## config.mk

```make
export PLATFORM = sky130hd
export DESIGN_NAME = e1_rx_perf_monitor_status
export DESIGN_NICKNAME = d
export VERILOG_FILES = /design/src/hdl/rx_pm_pkg.sv /design/src/hdl/e1_rx_perf_monitor_status.sv
export SDC_FILE = /design/constraint.sdc
export NUM_CORES = 1
export LEC_CHECK = 0
export BUFFER_PORTS_ARGS = -buffer_cell sky130_fd_sc_hd__buf_4
export CAP_MARGIN = 20
export CORE_AREA = 2 2 145 147
export CTS_BUF_LIST = sky130_fd_sc_hd__clkbuf_8
export DETAILED_ROUTE_END_ITERATION = 10
export DIE_AREA = 0 0 147 149
export GPL_ROUTABILITY_DRIVEN = 0
export GPL_TIMING_DRIVEN = 0
export PLACE_DENSITY_LB_ADDON = 0.08
export SYNTH_ARGS = -nofsm -noshare
export SYNTH_HDL_FRONTEND = slang
export SYNTH_SLANG_ARGS = --single-unit
```

## constraint.sdc

```tcl
create_clock -name CORE_CLK -period 1.6 [get_ports CORE_CLK]
set_input_delay 0.08 -clock CORE_CLK [delete_from_list [all_inputs] [get_ports CORE_CLK]]
set_output_delay 0.08 -clock CORE_CLK [all_outputs]
set_load 0.005 [all_outputs]
```

## src/hdl/rx_pm_pkg.sv

```systemverilog
// Purpose: shared constants and carriers of the receive status page
// Assumes: registers are byte wide, one per aligned 32-bit APB word
// Notes:   byte address of a register is four times its index
package rx_pm_pkg;

   // register indices; byte address = index * 4
   localparam logic [5:0] IDX_PATTERN_ERR   = 6'h10;
   localparam logic [5:0] IDX_PATTERN_MF    = 6'h11;
   localparam logic [5:0] IDX_ALARM_LATCH   = 6'h12;
   localparam logic [5:0] IDX_ALIGN_ERR     = 6'h13;
   localparam logic [5:0] IDX_FAR_END_HI    = 6'h14;
   localparam logic [5:0] IDX_FAR_END_LO    = 6'h15;
   localparam logic [5:0] IDX_VIOLATION_HI  = 6'h16;
   localparam logic [5:0] IDX_VIOLATION_LO  = 6'h17;
   localparam logic [5:0] IDX_CHECKSUM_HI   = 6'h18;
   localparam logic [5:0] IDX_CHECKSUM_LO   = 6'h19;
   localparam logic [5:0] IDX_UNUSED        = 6'h1a;
   localparam logic [5:0] IDX_SYNC_EVENTS   = 6'h1b;
   localparam logic [5:0] IDX_ERROR_EVENTS  = 6'h1c;
   localparam logic [5:0] IDX_WRAP_EVENTS   = 6'h1d;
   localparam logic [5:0] IDX_TIMER_EVENTS  = 6'h1e;
   localparam logic [5:0] IDX_WRAP_LATCH    = 6'h1f;
   localparam logic [5:0] IDX_WRAP_MASK     = 6'h20;

   // alarm latch bit positions
   localparam int ALM_REMOTE   = 7;
   localparam int ALM_ALL_ONES = 6;
   localparam int ALM_SLOT16   = 5;
   localparam int ALM_LOS      = 4;
   localparam int ALM_AUX      = 3;
   localparam int ALM_MFRAME   = 2;
   localparam int ALM_SLIP     = 1;

   // wrap event bit positions
   localparam int WRP_ALIGN    = 7;
   localparam int WRP_CHECKSUM = 6;
   localparam int WRP_FAR_END  = 5;
   localparam int WRP_VIOL     = 3;
   localparam int WRP_PATTERN  = 2;
   localparam int WRP_PAT_MF   = 1;

   // reset values
   localparam logic [7:0] RST_BYTE      = 8'h00;
   localparam logic [7:0] RST_WRAP_MASK = 8'h00;

   // line condition thresholds in bit periods
   localparam logic [7:0] LOS_ZERO_RUN = 8'hc0;
   localparam logic [7:0] LOS_MIN_ONES = 8'h18;
   localparam logic [9:0] AUX_RUN      = 10'h200;

   // one-cycle event pulses from the receive path
   typedef struct packed {
      logic pattern_error;
      logic crc_multiframe;
      logic remote_alarm;
      logic all_ones_alarm;
      logic slot16_all_ones_alarm;
      logic multiframe_alarm;
      logic receive_slip_event;
      logic errored_alignment;
      logic far_end_error;
      logic line_violation;
      logic checksum_error;
   } rx_events_s;

endpackage : rx_pm_pkg

```

## src/hdl/e1_rx_perf_monitor_status.sv

```systemverilog
// Purpose: receive performance counters and alarm latch behind APB
// Assumes: event pulses and line bits are synchronous to CORE_CLK
// Notes:   zero wait state slave; read data is captured at setup
`timescale 1ns/1ps

module e1_rx_perf_monitor_status #(
   parameter int AW = 8
) (
   // clock and reset
   input  wire logic                   CORE_CLK,
   input  wire logic                   RST,
   // apb slave
   input  wire logic                   PSEL,
   input  wire logic                   PENABLE,
   input  wire logic                   PWRITE,
   input  wire logic [AW-1:0]          PADDR,
   input  wire logic [31:0]            PWDATA,
   input  wire logic [3:0]             PSTRB,
   output logic                        PREADY,
   output logic [31:0]                 PRDATA,
   output logic                        PSLVERR,
   // receive path events and line bits
   input  wire rx_pm_pkg::rx_events_s  RX_EVENTS,
   input  wire logic                   RX_BIT_VALID,
   input  wire logic                   RX_BIT,
   // status
   output logic                        LOSS_OF_SIGNAL,
   output logic                        AUX_PATTERN_SEEN,
   output logic                        COUNT_WRAP_IRQ
);

   typedef struct packed {
      logic [7:0]  pattern_error_count;
      logic [7:0]  pattern_multiframe_count;
      logic [7:0]  alarm_event_latch;
      logic [7:0]  errored_alignment_count;
      logic [9:0]  far_end_count;
      logic [15:0] violation_count;
      logic [9:0]  checksum_count;
      logic [7:0]  wrap_events;
      logic [7:0]  wrap_latch;
      logic [7:0]  wrap_mask;
      logic [7:0]  zero_run;
      logic        los;
      logic        in_win;
      logic [7:0]  win_cnt;
      logic [7:0]  win_ones;
      logic [9:0]  alt_cnt;
      logic        last_bit;
      logic        aux;
      logic [7:0]  rdata;
      logic        err;
   } state_s;

   state_s q;
   state_s d;

   logic [5:0] idx;
   logic       addr_ok;
   logic       setup;
   logic       acc_wr;
   logic       acc_rd;
   logic [7:0] rd_byte;
   logic       rd_ok;
   logic [7:0] set_alm;
   logic [7:0] wrap;
   logic [7:0] ones_nx;
   logic       alt;

   // last count value before the loss and auxiliary thresholds trip
   localparam logic [7:0] LOS_LAST = rx_pm_pkg::LOS_ZERO_RUN - 8'h01;
   localparam logic [9:0] AUX_LAST = rx_pm_pkg::AUX_RUN - 10'h001;

   assign idx     = PADDR[7:2];
   // shift instead of a part-select so AW = 8 leaves no empty range
   assign addr_ok = ((PADDR >> 8) == '0);
   assign setup   = PSEL & ~PENABLE;
   assign acc_wr  = PSEL & PENABLE & PWRITE;
   assign acc_rd  = PSEL & PENABLE & ~PWRITE;

   // zero wait states: every access completes in one access cycle
   assign PREADY  = 1'b1;
   assign PRDATA  = {24'h000000, q.rdata};
   assign PSLVERR = PSEL & PENABLE & q.err;

   assign LOSS_OF_SIGNAL   = q.los;
   assign AUX_PATTERN_SEEN = q.aux;
   assign COUNT_WRAP_IRQ   = |q.wrap_events;

   // read multiplexer, unused bits zero
   always_comb begin
      rd_byte = 8'h00;
      rd_ok   = addr_ok;
      unique case (idx)
         rx_pm_pkg::IDX_PATTERN_ERR:
            rd_byte = q.pattern_error_count;
         rx_pm_pkg::IDX_PATTERN_MF:
            rd_byte = q.pattern_multiframe_count;
         rx_pm_pkg::IDX_ALARM_LATCH:
            rd_byte = q.alarm_event_latch;
         rx_pm_pkg::IDX_ALIGN_ERR:
            rd_byte = q.errored_alignment_count;
         rx_pm_pkg::IDX_FAR_END_HI:
            rd_byte = {6'h00, q.far_end_count[9:8]};
         rx_pm_pkg::IDX_FAR_END_LO:
            rd_byte = q.far_end_count[7:0];
         rx_pm_pkg::IDX_VIOLATION_HI:
            rd_byte = q.violation_count[15:8];
         rx_pm_pkg::IDX_VIOLATION_LO:
            rd_byte = q.violation_count[7:0];
         rx_pm_pkg::IDX_CHECKSUM_HI:
            rd_byte = {6'h00, q.checksum_count[9:8]};
         rx_pm_pkg::IDX_CHECKSUM_LO:
            rd_byte = q.checksum_count[7:0];
         rx_pm_pkg::IDX_SYNC_EVENTS,
         rx_pm_pkg::IDX_ERROR_EVENTS,
         rx_pm_pkg::IDX_TIMER_EVENTS:
            rd_byte = 8'h00;
         rx_pm_pkg::IDX_WRAP_EVENTS:
            rd_byte = q.wrap_events;
         rx_pm_pkg::IDX_WRAP_LATCH:
            rd_byte = q.wrap_latch;
         rx_pm_pkg::IDX_WRAP_MASK:
            rd_byte = q.wrap_mask;
         default:
            rd_ok = 1'b0;
      endcase
   end

   always_comb begin
      d       = q;
      set_alm = 8'h00;
      wrap    = 8'h00;
      ones_nx = 8'h00;
      alt     = 1'b0;

      // bus: capture read data at setup so the bus sees a flop
      if (setup) begin
         d.rdata = rd_byte;
         d.err   = ~rd_ok;
      end

      // pattern test counters
      if (RX_EVENTS.pattern_error) begin
         d.pattern_error_count = q.pattern_error_count + 8'h01;
         wrap[rx_pm_pkg::WRP_PATTERN] = &q.pattern_error_count;
      end
      if (RX_EVENTS.crc_multiframe) begin
         d.pattern_multiframe_count =
            q.pattern_multiframe_count + 8'h01;
         wrap[rx_pm_pkg::WRP_PAT_MF] = &q.pattern_multiframe_count;
      end

      // frame alignment errors
      if (RX_EVENTS.errored_alignment) begin
         d.errored_alignment_count =
            q.errored_alignment_count + 8'h01;
         wrap[rx_pm_pkg::WRP_ALIGN] = &q.errored_alignment_count;
      end

      // far-end block errors
      if (RX_EVENTS.far_end_error) begin
         d.far_end_count = q.far_end_count + 10'h001;
         wrap[rx_pm_pkg::WRP_FAR_END] = &q.far_end_count;
      end

      // line code violations
      if (RX_EVENTS.line_violation) begin
         d.violation_count = q.violation_count + 16'h0001;
         wrap[rx_pm_pkg::WRP_VIOL] = &q.violation_count;
      end

      // checksum errors
      if (RX_EVENTS.checksum_error) begin
         d.checksum_count = q.checksum_count + 10'h001;
         wrap[rx_pm_pkg::WRP_CHECKSUM] = &q.checksum_count;
      end

      // a write to the pattern count stores it and restarts the
      // multiframe base; the write beats a same-cycle increment
      if (acc_wr && addr_ok && idx == rx_pm_pkg::IDX_PATTERN_ERR) begin
         if (PSTRB[0]) begin
            d.pattern_error_count = PWDATA[7:0];
         end
         d.pattern_multiframe_count = rx_pm_pkg::RST_BYTE;
      end
      if (acc_wr && addr_ok && idx == rx_pm_pkg::IDX_WRAP_MASK) begin
         if (PSTRB[0]) begin
            d.wrap_mask = PWDATA[7:0];
         end
      end

      // loss of signal: zero run, then pulse-started ones window
      if (RX_BIT_VALID) begin
         if (!q.los) begin
            if (RX_BIT) begin
               d.zero_run = 8'h00;
            end else if (q.zero_run == LOS_LAST) begin
               d.los      = 1'b1;
               d.zero_run = 8'h00;
               d.in_win   = 1'b0;
               set_alm[rx_pm_pkg::ALM_LOS] = 1'b1;
            end else begin
               d.zero_run = q.zero_run + 8'h01;
            end
         end else if (q.in_win) begin
            ones_nx    = q.win_ones + {7'h00, RX_BIT};
            d.win_ones = ones_nx;
            d.win_cnt  = q.win_cnt + 8'h01;
            if (q.win_cnt == LOS_LAST) begin
               d.in_win = 1'b0;
               // too sparse: wait for the next pulse to retry
               if (ones_nx >= rx_pm_pkg::LOS_MIN_ONES) begin
                  d.los = 1'b0;
               end
            end
         end else if (RX_BIT) begin
            d.in_win   = 1'b1;
            d.win_cnt  = 8'h01;
            d.win_ones = 8'h01;
         end

         // auxiliary pattern: alternating run, saturating count
         alt        = RX_BIT ^ q.last_bit;
         d.last_bit = RX_BIT;
         if (!alt) begin
            d.alt_cnt = 10'h001;
            d.aux     = 1'b0;
         end else if (q.alt_cnt != rx_pm_pkg::AUX_RUN) begin
            d.alt_cnt = q.alt_cnt + 10'h001;
            if (q.alt_cnt == AUX_LAST) begin
               d.aux = 1'b1;
               set_alm[rx_pm_pkg::ALM_AUX] = 1'b1;
            end
         end
      end

      // alarm events into the latch
      set_alm[rx_pm_pkg::ALM_REMOTE]   = RX_EVENTS.remote_alarm;
      set_alm[rx_pm_pkg::ALM_ALL_ONES] = RX_EVENTS.all_ones_alarm;
      set_alm[rx_pm_pkg::ALM_SLOT16]   =
         RX_EVENTS.slot16_all_ones_alarm;
      set_alm[rx_pm_pkg::ALM_MFRAME]   = RX_EVENTS.multiframe_alarm;
      set_alm[rx_pm_pkg::ALM_SLIP]     =
         RX_EVENTS.receive_slip_event;

      // clear only what the read returned; a new event always wins
      if (acc_rd && addr_ok && idx == rx_pm_pkg::IDX_ALARM_LATCH) begin
         d.alarm_event_latch =
            (q.alarm_event_latch & ~q.rdata) | set_alm;
      end else begin
         d.alarm_event_latch = q.alarm_event_latch | set_alm;
      end

      // wrap reporting: unmasked events and raw latch, read clears
      if (acc_rd && addr_ok && idx == rx_pm_pkg::IDX_WRAP_EVENTS) begin
         d.wrap_events =
            (q.wrap_events & ~q.rdata) | (wrap & q.wrap_mask);
      end else begin
         d.wrap_events = q.wrap_events | (wrap & q.wrap_mask);
      end
      if (acc_rd && addr_ok && idx == rx_pm_pkg::IDX_WRAP_LATCH) begin
         d.wrap_latch = (q.wrap_latch & ~q.rdata) | wrap;
      end else begin
         d.wrap_latch = q.wrap_latch | wrap;
      end
   end

   always_ff @(posedge CORE_CLK) begin
      if (RST) begin
         q           <= '0;
         q.wrap_mask <= rx_pm_pkg::RST_WRAP_MASK;
      end else begin
         q <= d;
      end
   end

endmodule : e1_rx_perf_monitor_status

```

# Word-level counts from Yosys, hierarchy flattened
# Index checks and enable logic that the tools add are counted.
dict set report word_totals {
  ff_bits 139
  in_bits 62
  output_inout_bits 37
}
dict set report classes {
  addsub 10
  magnitude_cmp 1
  eq_ne 23
  mux 37
  bitwise 21
  n_reduce_logical 22
}
# cell n
set ops {}
lappend ops {{one-hot mux 8 bit (13 select lines)} 1}
lappend ops {{== test 6 x 5 -> 1 bit, second input constant} 15}
lappend ops {{two-way mux 8 bit} 8}
lappend ops {{bitwise OR 8 bit} 6}
lappend ops {{adder 8 x 1 -> 8 bit, second input constant} 5}
lappend ops {{two-way mux 17 bit} 2}
lappend ops {{bitwise AND 8 bit} 4}
lappend ops {{adder 10 x 1 -> 10 bit, second input constant} 3}
lappend ops {{AND reduction 8 bit} 3}
lappend ops {{two-way mux 10 bit} 2}
lappend ops {{AND reduction 10 bit} 2}
lappend ops {{two-way mux 1 bit} 18}
lappend ops {{adder 16 x 1 -> 16 bit, second input constant} 1}
lappend ops {{== test 8 bit, second input constant} 2}
lappend ops {{two-way mux 16 bit} 1}
lappend ops {{AND reduction 16 bit} 1}
lappend ops {{OR reduction 16 bit} 1}
lappend ops {{== test 10 x 9 -> 1 bit, second input constant} 1}
lappend ops {{two-way mux 2 bit} 5}
lappend ops {{inequality test 10 bit, second input constant} 1}
lappend ops {{AND reduction 3 bit} 3}
lappend ops {{adder 8 x 1 -> 8 bit} 1}
lappend ops {{>= comparator 8 x 5 -> 1 bit, second input constant} 1}
lappend ops {{NOT 8 bit} 1}
lappend ops {{10 further kinds} 26}

# Longest topological paths before layout
# Gate-level depths: netlist of run 1.
dict set report logic_depth {
  ltp_word 7
  depth_mapped 8
  mapped_depth_nobuf 7
}

# Worst setup path after synthesis of run 1
# OpenSTA, ideal clock, no wires.
dict set report synth_timing {
  kind {register -> register}
  startpoint {register q[81] (netlist name)}
  endpoint {register q[66] (netlist name)}
  setup_ps 69
  t_arrival_ps 1575
  required_ps 1531
  path_slack_ps -44
  stages_incl_launch_ff 8
  path_buffers 1
  path_cell_list {dfxtp_1 > ha_1 > nand4_1 > or2_1 > clkbuf_1 > nor3_1 > nand4_1 > o21ai_1}
}
dict set report synth_between {
  elab_chain_len 5
  word_cells_on_any_way 6
  cone_classes {mux (2); bitwise (3); reduce/logical (1)}
}
# element line_no
set synth_rtl {}
lappend synth_rtl {{from (decl)} e1_rx_perf_monitor_status.sv:55} ;# state_s q;
lappend synth_rtl {{AND reduction 16 bit *} e1_rx_perf_monitor_status.sv:170} ;# wrap[rx_pm_pkg::WRP_VIOL] = &q.violation_count;
lappend synth_rtl {{two-way mux 1 bit *} e1_rx_perf_monitor_status.sv:168} ;# if (RX_EVENTS.line_violation) begin
lappend synth_rtl {{bitwise AND 8 bit *} {e1_rx_perf_monitor_status.sv:258, e1_rx_perf_monitor_status.sv:260}}
lappend synth_rtl {{bitwise OR 8 bit (on tied branches)} {e1_rx_perf_monitor_status.sv:260, e1_rx_perf_monitor_status.sv:258}}
lappend synth_rtl {{two-way mux 8 bit *} e1_rx_perf_monitor_status.sv:256} ;# if (acc_rd && addr_ok && idx == rx_pm_pkg::IDX_WRAP_EVENTS) begin
# Every way passes the cells marked *; elsewhere a longest branch is shown, timed or not.
# A chain may end at the register's enable or synchronous reset.

# Worst setup path in the final report of run 1
dict set report layout_timing {
  startpoint {register q[19] (netlist name)}
  endpoint {register q[13] (netlist name)}
}
dict set report layout_between {
  elab_chain_len 3
}
# element line_no
set layout_rtl {}
lappend layout_rtl {{inequality test 10 bit} e1_rx_perf_monitor_status.sv:229} ;# end else if (q.alt_cnt != rx_pm_pkg::AUX_RUN) begin
lappend layout_rtl {{inequality test 2 x 1 -> 1 bit (no line)} n/a}
lappend layout_rtl {{AND reduction 2 bit (no line)} n/a}
# Every way passes these cells.

==> results by group, run 1 <==
Status
  – Status: finished with violations
  – Failing checks: negative setup slack

Cells and area
  – Fillers: 2,137
  – Area grow syn2layout: 23.3%
  – Final net count: approximately 1,000
  – Register area: 2800 um2
  – Area of the multi-input gates: 4080 um2
  – Share of cells above drive strength 1: 19.1%
  – # diodes: 0
  – Finished Layout Cells: between 1,000 and 1,500

Logic synthesis
  – Number of distinct library cells after synthesis: 67
  – Gate count of the mapped netlist: just over 800
  – Ys Warns: 0
  – Post-synth top flop: dfxtp_1
  – Synthesized area per cell: roughly 8.5 um2
  – Async SR Flop Fraction: 0%
  – Post-synth EDFFs: 0
  – Mapped Area: between 7000 and 8000 um2
  – Share of the yosys chip area belonging to registers: between 30% and 40%
  – Seq cells post-synth: 139

Timing
  – Setup ws final: -54.3 ps
  – Endpoints failing hold: 0
  – Relative slew slack: 48.0%
  – Worst slew pin tran: a little under 800 ps
  – Final worst-path cycle share: 103%
  – Final setup viols: 1
  – WHS: 12.1 ps
  – Final Skew: 12.8 ps
  – Clock period minus worst slack: 1650 ps
  – Slew Viols, Final: 0
  – Fmax: 604 MHz
  – RSZ-0062 raised after global routing: yes

Routing
  – Via density: 5.04
  – 1st-iter DRT viols: 387
  – Drt wl/cell: approximately 17 um
  – Final Routed Wirelength: 21.4 mm
  – Antenna Nets Post-Route: 0
  – DRC: 0
  – DR vias: 6,159
  – Initial DRT Pass Iterations: 4

Global routing
  – Largest net degree at the start of global routing: 17
  – First-pass GRT wire length: 33.4 mm
  – Vias in the first global route: 5,712
  – Overflow after GRT: 0
  – GRT Overall Usage: just under 20%
  – Initial antenna violation count: 0

Power
  – Leakage: 3.25 nW
  – P_int: 0.00593 W
  – Clk network pwr share: 45.6%
  – Peak supply drop: 0.433 mV
  – Combinational fraction of design power: 8.3%
  – Seq pwr share: 46.1%
  – Switching Share: between 20% and 30%
  – Power density cells: 899 nW/um2
  – NetSw: 0.00187 W

Clock network
  – Max Buffers Root-to-Sink: 2
  – CTS tree: built
  – Later-pin clock latency in the skew report: around 450 ps
  – Number of levels in the clock H-tree: 4
  – CTS buffer count: 17
  – Clock Sinks: 139
  – Clock transition at path regs: 80 ps
  – CTS root buf: clkbuf_8

Floorplanning
  – Rows: 53
  – Core ar.: about 21,000 um2
  – Die W: 147 um
  – # IOs: between 90 and 100
  – DIE HEIGHT: 149 um
  – Die ar.: 21,900 um2
  – Starting density of the core: 34.3%

Placed design
  – DP Worst Slack: -542 ps
  – Placed Cells: 1,167
  – Post-DP HPWL: about 16 mm
  – Input/output buffers: 38

Run
  – Max-Cap Viols: 0

Critical path
  – WS Path Type: reg -> reg
  – CP Capture Type: flop
  – CP max stage delay: 520 ps
  – Largest fanout on the critical path: 5
  – CP max stage cell: or4_4
  – Required @ worst endpoint: 1930 ps
  – Startpoint Class: flop
  – Critical path's top delay family: simple AND/OR/NAND/NOR gates
  – Sequence of cells on the critical path: or4_4, o41a_1, nand2_1, xor2_1, nor2_1
  – Crit path buffers/inverters: 0
  – WP data arrival: 1990 ps

Worst hold path
  – Hold Crit Class: in -> reg
[sequential cells by signal, indices dropped and copies added (netlist names)]
| register | flops |
|---|---|
| q | 129 |
| LOSS_OF_SIGNAL | 1 |
| PRDATA | 8 |
| AUX_PATTERN_SEEN | 1 |
[cells in the mapped netlist, drive strengths merged (4+ instances only)]
cell	n	area, um2
nor3	15	101
a222oi	4	40.0
nor4bb	4	40.0
xnor2	25	219
nor4	5	31.3
a22oi	9	67.6
nand3	27	135
and4	5	43.8
mux2i	25	250
and3	11	68.8
a21oi	36	180
xor2	44	385
nor2b	7	43.8
a22o	7	61.3
or3	9	56.3
nor2	143	539
a31oi	5	31.3
dfxtp	139	2780
buf	46	319
ha	12	150
nand2b	7	43.8
clkbuf	22	82.6
a221oi	7	61.3
nand4	34	213
inv	12	45.0
nand2	80	300
a211oi	20	150
o21ai	19	95.1
[worst reg2reg max path, cell delays in order (launching register included)]
cell and delay [ps]:
dfxtp_2 330, or4_4 520, o41a_1 420, nand2_1 110, xor2_1 130, nor2_1 50
[final cells by class]
type,count,area share (%)
timing repair buffer,65,6.08
multi-input combinational,635,46.9
inverter,12,0.519
sequential,139,32.3
clock inverter,11,2.48
tap,275,3.96
buffer,66,4.59
clock buffer,20,3.17
[cell usage in the layout, fill, tap and decap left out, drive strengths merged, types with 12 or more instances in the layout]
cell type,n
nor2,143
dfxtp,139
buf,96
nand2,80
xor2,44
clkbuf,39
a21oi,36
nand4,34
nand3,27
mux2i,25
conb,25
xnor2,25
a211oi,20
o21ai,19
dlygate4sd3,16
nor3,15
inv,14
ha,12
[through the flow]
stage | setup TNS (ps) | power, W | area, um2 | util, %
2_1_floorplan | 0 | 0.00404 | 7140 | -
3_3_place_gp | -33630 | 0.00426 | 7770 | 37.8
3_5_place_dp | -35890 | 0.00427 | 7770 | 37.8
4_1_cts | -189 | 0.00787 | 8510 | 41.4
5_1_grt | -148 | 0.00811 | 8690 | 42.3
6_report | -54.3 | 0.00781 | 8690 | 42.3
[metal layers]
metal	wire (um)	global-route usage (%)	vias to the layer above
met4	531	6.59	0
li1	-	-	3097
met3	867	3.76	29
met5	0	0	-
met1	10100	26.9	2894
met2	9940	32.2	139
[repair_timing]
action / 4_1_cts / 5_1_grt
hold buffers: 16 / 0
gates resized for setup: 21 / 35
buffers inserted: 4 / 7
pin swaps: 9 / 9
setup endpoints to repair: 42 / 43
hold endpoints to repair: 28 / 0
[power groups by stage]
| stage | Clock [W] | Sequential [W] | Combinational, W |
|---|---|---|---|
| detailed placement | 0 | 0.00367 | 0.000594 |
| global route | 0.00378 | 0.00361 | 0.000718 |
| global placement | 0 | 0.00367 | 0.000592 |
| CTS | 0.00365 | 0.00360 | 0.000621 |
| finish | 0.00356 | 0.00360 | 0.000647 |
| floorplan | 0 | 0.00365 | 0.000390 |
[logic make-up (layout without fill, tap and decap cells)]
family	after synthesis	after routing	share of synthesized area, %
buf+inv	80	174	6.34
compound gates	133	133	12.9
simple gates	365	365	25.4
fa+ha+maj	12	12	2.13
flops	139	139	39.5
other cells	2	25	0.107
xor+xnor	69	69	8.57
mux	31	31	5.09
[worst paths after layout]
check                           slack, ps     to  startpoint  cells after the start
worst min register to register        440  q[55]       q[55]                      2
worst min-delay path                   10  q[21]      RX_BIT                      4
worst max-delay path                  -50  q[13]       q[19]                      5
worst max register to register        -50  q[13]       q[19]                      5
Power figures use the tool's default switching activity.
==> inputs of run 2 (changes only) <==
- SLEW_MARGIN: unset -> 20
- clock period: 1.6 -> 1.5 ns (I/O delays scaled with it)
==> run 2 against run 1 <==
The run still ends with negative setup slack left. Clock-buffer cell count is 1 lower. Die area unchanged. Utilization is 0.82 points higher. Hold slack got worse by 1.0 ps. Largest power group unchanged.
==> results by group, run 2 (same netlist as run 1, synthesis figures left out) <==
Status
  – Status: finished with violations (unchanged)
  – Failing checks: negative setup slack (unchanged)

Floorplanning
  – # IOs: 99 (unchanged)
  – Die ar.: 21,900 um2 (unchanged)
  – Rows: 53 (unchanged)
  – Starting density of the core: 34.3% (unchanged)
  – Die W: 147 um (unchanged)
  – DIE HEIGHT: 149 um (unchanged)
  – Core ar.: 20,600 um2 (unchanged)

Power
  – Clk network pwr share: 42.2% (was 45.6%)
  – Peak supply drop: 0.501 mV (was 0.433 mV)
  – Power density cells: 888 nW/um2 (was 899 nW/um2)
  – Seq pwr share: 48.7% (was 46.1%)
  – Leakage: 3.33 nW (was 3.25 nW)
  – Switching Share: 24.7% (was 24.0%)
  – NetSw: 0.00194 W (was 0.00187 W)
  – Combinational fraction of design power: 9.2% (was 8.3%)
  – P_int: 0.00592 W (was 0.00593 W)
  – PnR Total Power: 0.00787 W (was 0.00781 W)

Cells and area
  – Finished Layout Cells: 1,234 (was 1,223)
  – Register area: 2850 um2 (was 2800 um2)
  – # diodes: 0 (unchanged)
  – Area grow syn2layout: 25.6% (was 23.3%)
  – Fillers: 2,104 (was 2,137)
  – Final net count: 1,020 (was 1,010)
  – Area of the multi-input gates: 4180 um2 (was 4080 um2)
  – Max FFs per register: 129 (unchanged)
  – Largest Register: q (unchanged)
  – Commonest non-fill, non-tap cell in the layout: nor2_1 (unchanged)
  – Share of cells above drive strength 1: 22.8% (was 19.1%)
  – Most frequent cells in the layout: nor2_1 (133), dfxtp_1 (109), buf_4 (90) (was nor2_1 (138), dfxtp_1 (127), buf_4 (83))
  – Final design utilization: 43.1% (was 42.3%)

Timing
  – Worst slew pin tran: 717 ps (was 775 ps)
  – Slew Viols, Final: 0 (unchanged)
  – Relative slew slack: 52.2% (was 48.0%)
  – Endpoints failing hold: 0 (unchanged)
  – Fmax: 602 MHz (was 604 MHz)
  – RSZ-0062 raised after global routing: yes (unchanged)
  – Final worst-path cycle share: 111% (was 103%)
  – Setup ws final: -161 ps (was -54.3 ps)
  – Clock period minus worst slack: 1660 ps (was 1650 ps)
  – Final setup viols: 4 (was 1)
  – Final Skew: 14.5 ps (was 12.8 ps)
  – Setup_tns: -342 ps (was -54.3 ps)

Run
  – Max-Cap Viols: 0 (unchanged)

Clock network
  – Number of levels in the clock H-tree: 4 (unchanged)
  – Clock transition at path regs: 80 ps (about the same)
  – Max Buffers Root-to-Sink: 2 (unchanged)
  – Clock Sinks: 139 (unchanged)
  – Later-pin clock latency in the skew report: 460 ps (was 450 ps)
  – CTS root buf: clkbuf_8 (unchanged)
  – CTS buffer count: 17 (unchanged)
  – CTS tree: built (unchanged)

Global routing
  – Overflow after GRT: 0 (unchanged)
  – Initial antenna violation count: 0 (unchanged)
  – GRT Overall Usage: 20.2% (was 19.9%)
  – Largest net degree at the start of global routing: 17 (unchanged)
  – First-pass GRT wire length: 33.6 mm (was 33.4 mm)
  – Vias in the first global route: 5,810 (was 5,712)

Worst hold path
  – Hold path startpoint: RX_EVENTS[9] (was RX_BIT)
  – Hold Crit Class: in -> reg (unchanged)

Routing
  – Via density: 5.08 (was 5.04)
  – 1st-iter DRT viols: 376 (was 387)
  – DR vias: 6,269 (was 6,159)
  – Initial DRT Pass Iterations: 6 (was 4)
  – Antenna Nets Post-Route: 0 (unchanged)
  – Drt wl/cell: 17.8 um (was 17.5 um)
  – DRC: 0 (unchanged)
  – Final Routed Wirelength: 21.9 mm (was 21.4 mm)

Critical path
  – Startpoint Class: flop (unchanged)
  – Largest fanout on the critical path: 4 (was 5)
  – Required @ worst endpoint: 1820 ps (was 1930 ps)
  – R2R Path Start: q[19] (unchanged)
  – WP data arrival: 1980 ps (was 1990 ps)
  – CP Capture Type: flop (unchanged)
  – Crit path from: q[19] (unchanged)
  – WS Path Type: reg -> reg (unchanged)

Placed design
  – DP Worst Slack: -525 ps (was -542 ps)
  – Input/output buffers: 38 (unchanged)
  – Placed Cells: 1,167 (unchanged)
  – Post-DP HPWL: 15.9 mm (was 15.8 mm)
==> run 2: repair_timing <==
action                                  4_1_cts  5_1_grt
hold endpoints to repair                     32        0
setup buffers                                11        9
endpoints found under the setup margin       51       71
gates resized for setup                      47       52
hold buffers                                 17        0
pin swaps                                    14       17
==> run 2: power groups by stage <==
stage	logic, W	registers, W	clock network [W]
2_1_floorplan	0.000419	0.00389	0
4_1_cts	0.000693	0.00383	0.00341
5_1_grt	0.000801	0.00384	0.00357
3_5_place_dp	0.000636	0.00392	0
6_report	0.000722	0.00383	0.00332
3_3_place_gp	0.000636	0.00392	0
==> run 2: per-stage QoR <==
step / hold WS, ps / instance area [um2]
after detailed placement: 295 / 7810
after floorplan: 192 / 7180
final: 11.1 / 8850
after global routing: 38.1 / 8850
after CTS: 6.39 / 8610
after global placement: 290 / 7810
==> run 2: path summary, 6_finish.rpt <==
| check | endpoint | slack, ps | cells past startpoint |
|---|---|---|---|
| max reg2reg | q[11] | -160 | 5 |
| min | q[123] | 10 | 3 |
| max | q[11] | -160 | 5 |
| min reg2reg | q[55] | 440 | 2 |
==> run 2: critical path, cell delays in order (launching register included) <==
cell and delay, ps:
dfxtp_2 320, or4_1 520, o41a_1 380, buf_4 170
nor2_2 90, a211oi_2 50
==> run 2: per-layer routing <==
layer | track usage [%] | part of all wire, % | vias up
met3 | 4.10 | 4.3 | 20
met4 | 6.25 | 1.5 | 0
met1 | 25.9 | 46 | 2971
met2 | 34.3 | 48 | 155
li1 | - | - | 3123
met5 | 0 | 0 | -
==> run 2: area by class of cell <==
type | instances | share of cell area (%)
multi-input cells | 635 | 47.2
flip-flops and latches | 139 | 32.1
repair buffers | 75 | 7.02
plain buffers | 66 | 4.54
well taps | 275 | 3.89
clock buffers | 19 | 2.95
clock inverters | 13 | 1.79
inverters | 12 | 0.509
==> inputs of run 3 (changes only) <==
- SKIP_CTS_REPAIR_TIMING: unset -> 1
==> run 3 against run 2 <==
The run still ends with negative setup slack left. Power fell by 0.16%. Critical path depth unchanged. Final area shrank 0.23%. Largest power group unchanged.
==> results by group, run 3 (same netlist as run 1, synthesis figures left out) <==
Clock network
  – Later-pin clock latency in the skew report: 460 ps (about the same)
  – CTS buffer count: 17 (unchanged)
  – Clock Sinks: 139 (unchanged)
  – CTS tree: built (unchanged)
  – Clock transition at path regs: 80 ps (about the same)
  – Number of levels in the clock H-tree: 4 (unchanged)
  – CTS root buf: clkbuf_8 (unchanged)
  – Max Buffers Root-to-Sink: 2 (unchanged)

Routing
  – DRC: 0 (unchanged)
  – Antenna Nets Post-Route: 0 (unchanged)
  – DR vias: 6,258 (was 6,269)
  – Via density: 5.08 (about the same)
  – Final Routed Wirelength: 21.8 mm (was 21.9 mm)
  – Drt wl/cell: 17.7 um (was 17.8 um)
  – Initial DRT Pass Iterations: 5 (was 6)
  – 1st-iter DRT viols: 409 (was 376)

Worst hold path
  – Hold Crit Class: in -> reg (unchanged)
  – Hold path startpoint: RX_EVENTS[3] (was RX_EVENTS[9])
  – Hold depth: 3 (unchanged)
  – Worst Hold End: q[108] (was q[123])

Cells and area
  – Register area: 2840 um2 (was 2850 um2)
  – Final net count: 1,019 (was 1,020)
  – Area of the multi-input gates: 4160 um2 (was 4180 um2)
  – Finished Cell Area: 8830 um2 (was 8850 um2)
  – Commonest non-fill, non-tap cell in the layout: nor2_1 (unchanged)
  – Max FFs per register: 129 (unchanged)
  – Largest Register: q (unchanged)
  – Fillers: 2,112 (was 2,104)
  – Final design utilization: 43.0% (was 43.1%)
  – Area grow syn2layout: 25.4% (was 25.6%)
  – Most frequent cells in the layout: nor2_1 (131), dfxtp_1 (108), buf_4 (88) (was nor2_1 (133), dfxtp_1 (109), buf_4 (90))
  – Share of cells above drive strength 1: 22.8% (about the same)
  – # diodes: 0 (unchanged)

Floorplanning
  – Rows: 53 (unchanged)
  – Core ar.: 20,600 um2 (unchanged)
  – Starting density of the core: 34.3% (unchanged)
  – Die ar.: 21,900 um2 (unchanged)
  – # IOs: 99 (unchanged)
  – DIE HEIGHT: 149 um (unchanged)
  – Die W: 147 um (unchanged)

Critical path
  – Startpoint Class: flop (unchanged)
  – Largest fanout on the critical path: 4 (unchanged)
  – CP Capture Type: flop (unchanged)
  – R2R depth: 5 (unchanged)
  – WP data arrival: 2010 ps (was 1980 ps)
  – R2R setup slack: -190 ps (was -160 ps)
  – WS Path Type: reg -> reg (unchanged)
  – Reg2Reg Capture Point: q[11] (unchanged)
  – Required @ worst endpoint: 1820 ps (about the same)
  – R2R Path Start: q[19] (unchanged)

Run
  – Max-Cap Viols: 0 (unchanged)

Timing
  – Final worst-path cycle share: 113% (was 111%)
  – Worst slew pin tran: 713 ps (was 717 ps)
  – Clock period minus worst slack: 1690 ps (was 1660 ps)
  – Final setup viols: 8 (was 4)
  – RSZ-0062 raised after global routing: yes (unchanged)
  – Relative slew slack: 52.4% (was 52.2%)
  – Endpoints failing hold: 0 (unchanged)
  – Slew Viols, Final: 0 (unchanged)
  – Fmax: 592 MHz (was 602 MHz)
  – Setup ws final: -189 ps (was -161 ps)
  – Final Skew: 11.8 ps (was 14.5 ps)
  – WHS: 17.4 ps (was 11.1 ps)

Global routing
  – GRT Overall Usage: 19.9% (was 20.2%)
  – Largest net degree at the start of global routing: 17 (unchanged)
  – Vias in the first global route: 5,679 (was 5,810)
  – Overflow after GRT: 0 (unchanged)
  – First-pass GRT wire length: 33.0 mm (was 33.6 mm)
  – Initial antenna violation count: 0 (unchanged)

Power
  – Leakage: 3.33 nW (about the same)
  – Power density cells: 889 nW/um2 (was 888 nW/um2)
  – Peak supply drop: 0.506 mV (was 0.501 mV)

Status
  – Failing checks: negative setup slack (unchanged)
  – Status: finished with violations (unchanged)

Placed design
  – Post-DP Area: 7810 um2 (unchanged)
  – Input/output buffers: 38 (unchanged)
  – Post-DP HPWL: 15.9 mm (unchanged)
run 3: cell types whose count changed in the layout (fill, tap and decap cells not counted), moves of 2 or more:
cell     before  now
nor2_1      133  131
dfxtp_2      20   22
buf_1         1    3
buf_4        90   88
nor2_2        9   11
run 3: metrics by stage:
stage                     setup WS [ps]  power (W)  setup TNS [ps]  std cells
after floorplan                   -54.7    0.00431           -63.5        854
after global placement             -518    0.00456          -43480       1167
after detailed placement           -525    0.00456          -43850       1167
after CTS                          -435    0.00788           -6130       1199
after global routing               -259    0.00819           -1550       1233
final                              -189    0.00785            -603       1233
run 3: area by class of cell:
cell class | instances | share of cell area [%]
sequential | 139 | 32.2
tap | 275 | 3.89
multi-input combinational | 635 | 47.1
clock buffer | 19 | 2.96
clock inverter | 13 | 1.80
timing repair buffer | 73 | 6.87
inverter | 12 | 0.510
buffer | 67 | 4.70
run 3: power breakdown:
part | switching [W] | internal (W) | leakage (nW)
clock network | 0.00146 | 0.00186 | 0.235
registers | 0.0000851 | 0.00375 | 1.14
logic | 0.000393 | 0.000307 | 1.95
run 3: routing by layer:
metal | part of all wire [%] | global-route usage, % | vias up
li1 | - | - | 3134
met1 | 46 | 25.8 | 2935
met2 | 47 | 33.4 | 162
met3 | 4.6 | 4.13 | 27
met4 | 1.9 | 6.25 | 0
met5 | 0 | 0 | -
run 3: how the worst max path moves through the flow:
stage | start | end | slack [ps]
final | q[19] | q[11] | -190
after global routing | q[19] | q[11] | -260
after CTS | q[39] | LOSS_OF_SIGNAL | -440
after detailed placement | RST | q[10] | -530
after global placement | RST | q[22] | -520
after floorplan | q[19] | q[13] | -50
run 3: critical path, stage by stage (launching register included):
cell and delay, ps:
dfxtp_2 330, or4_1 520, o41a_1 400, buf_4 160, nor2_1 80, a211oi_1 50
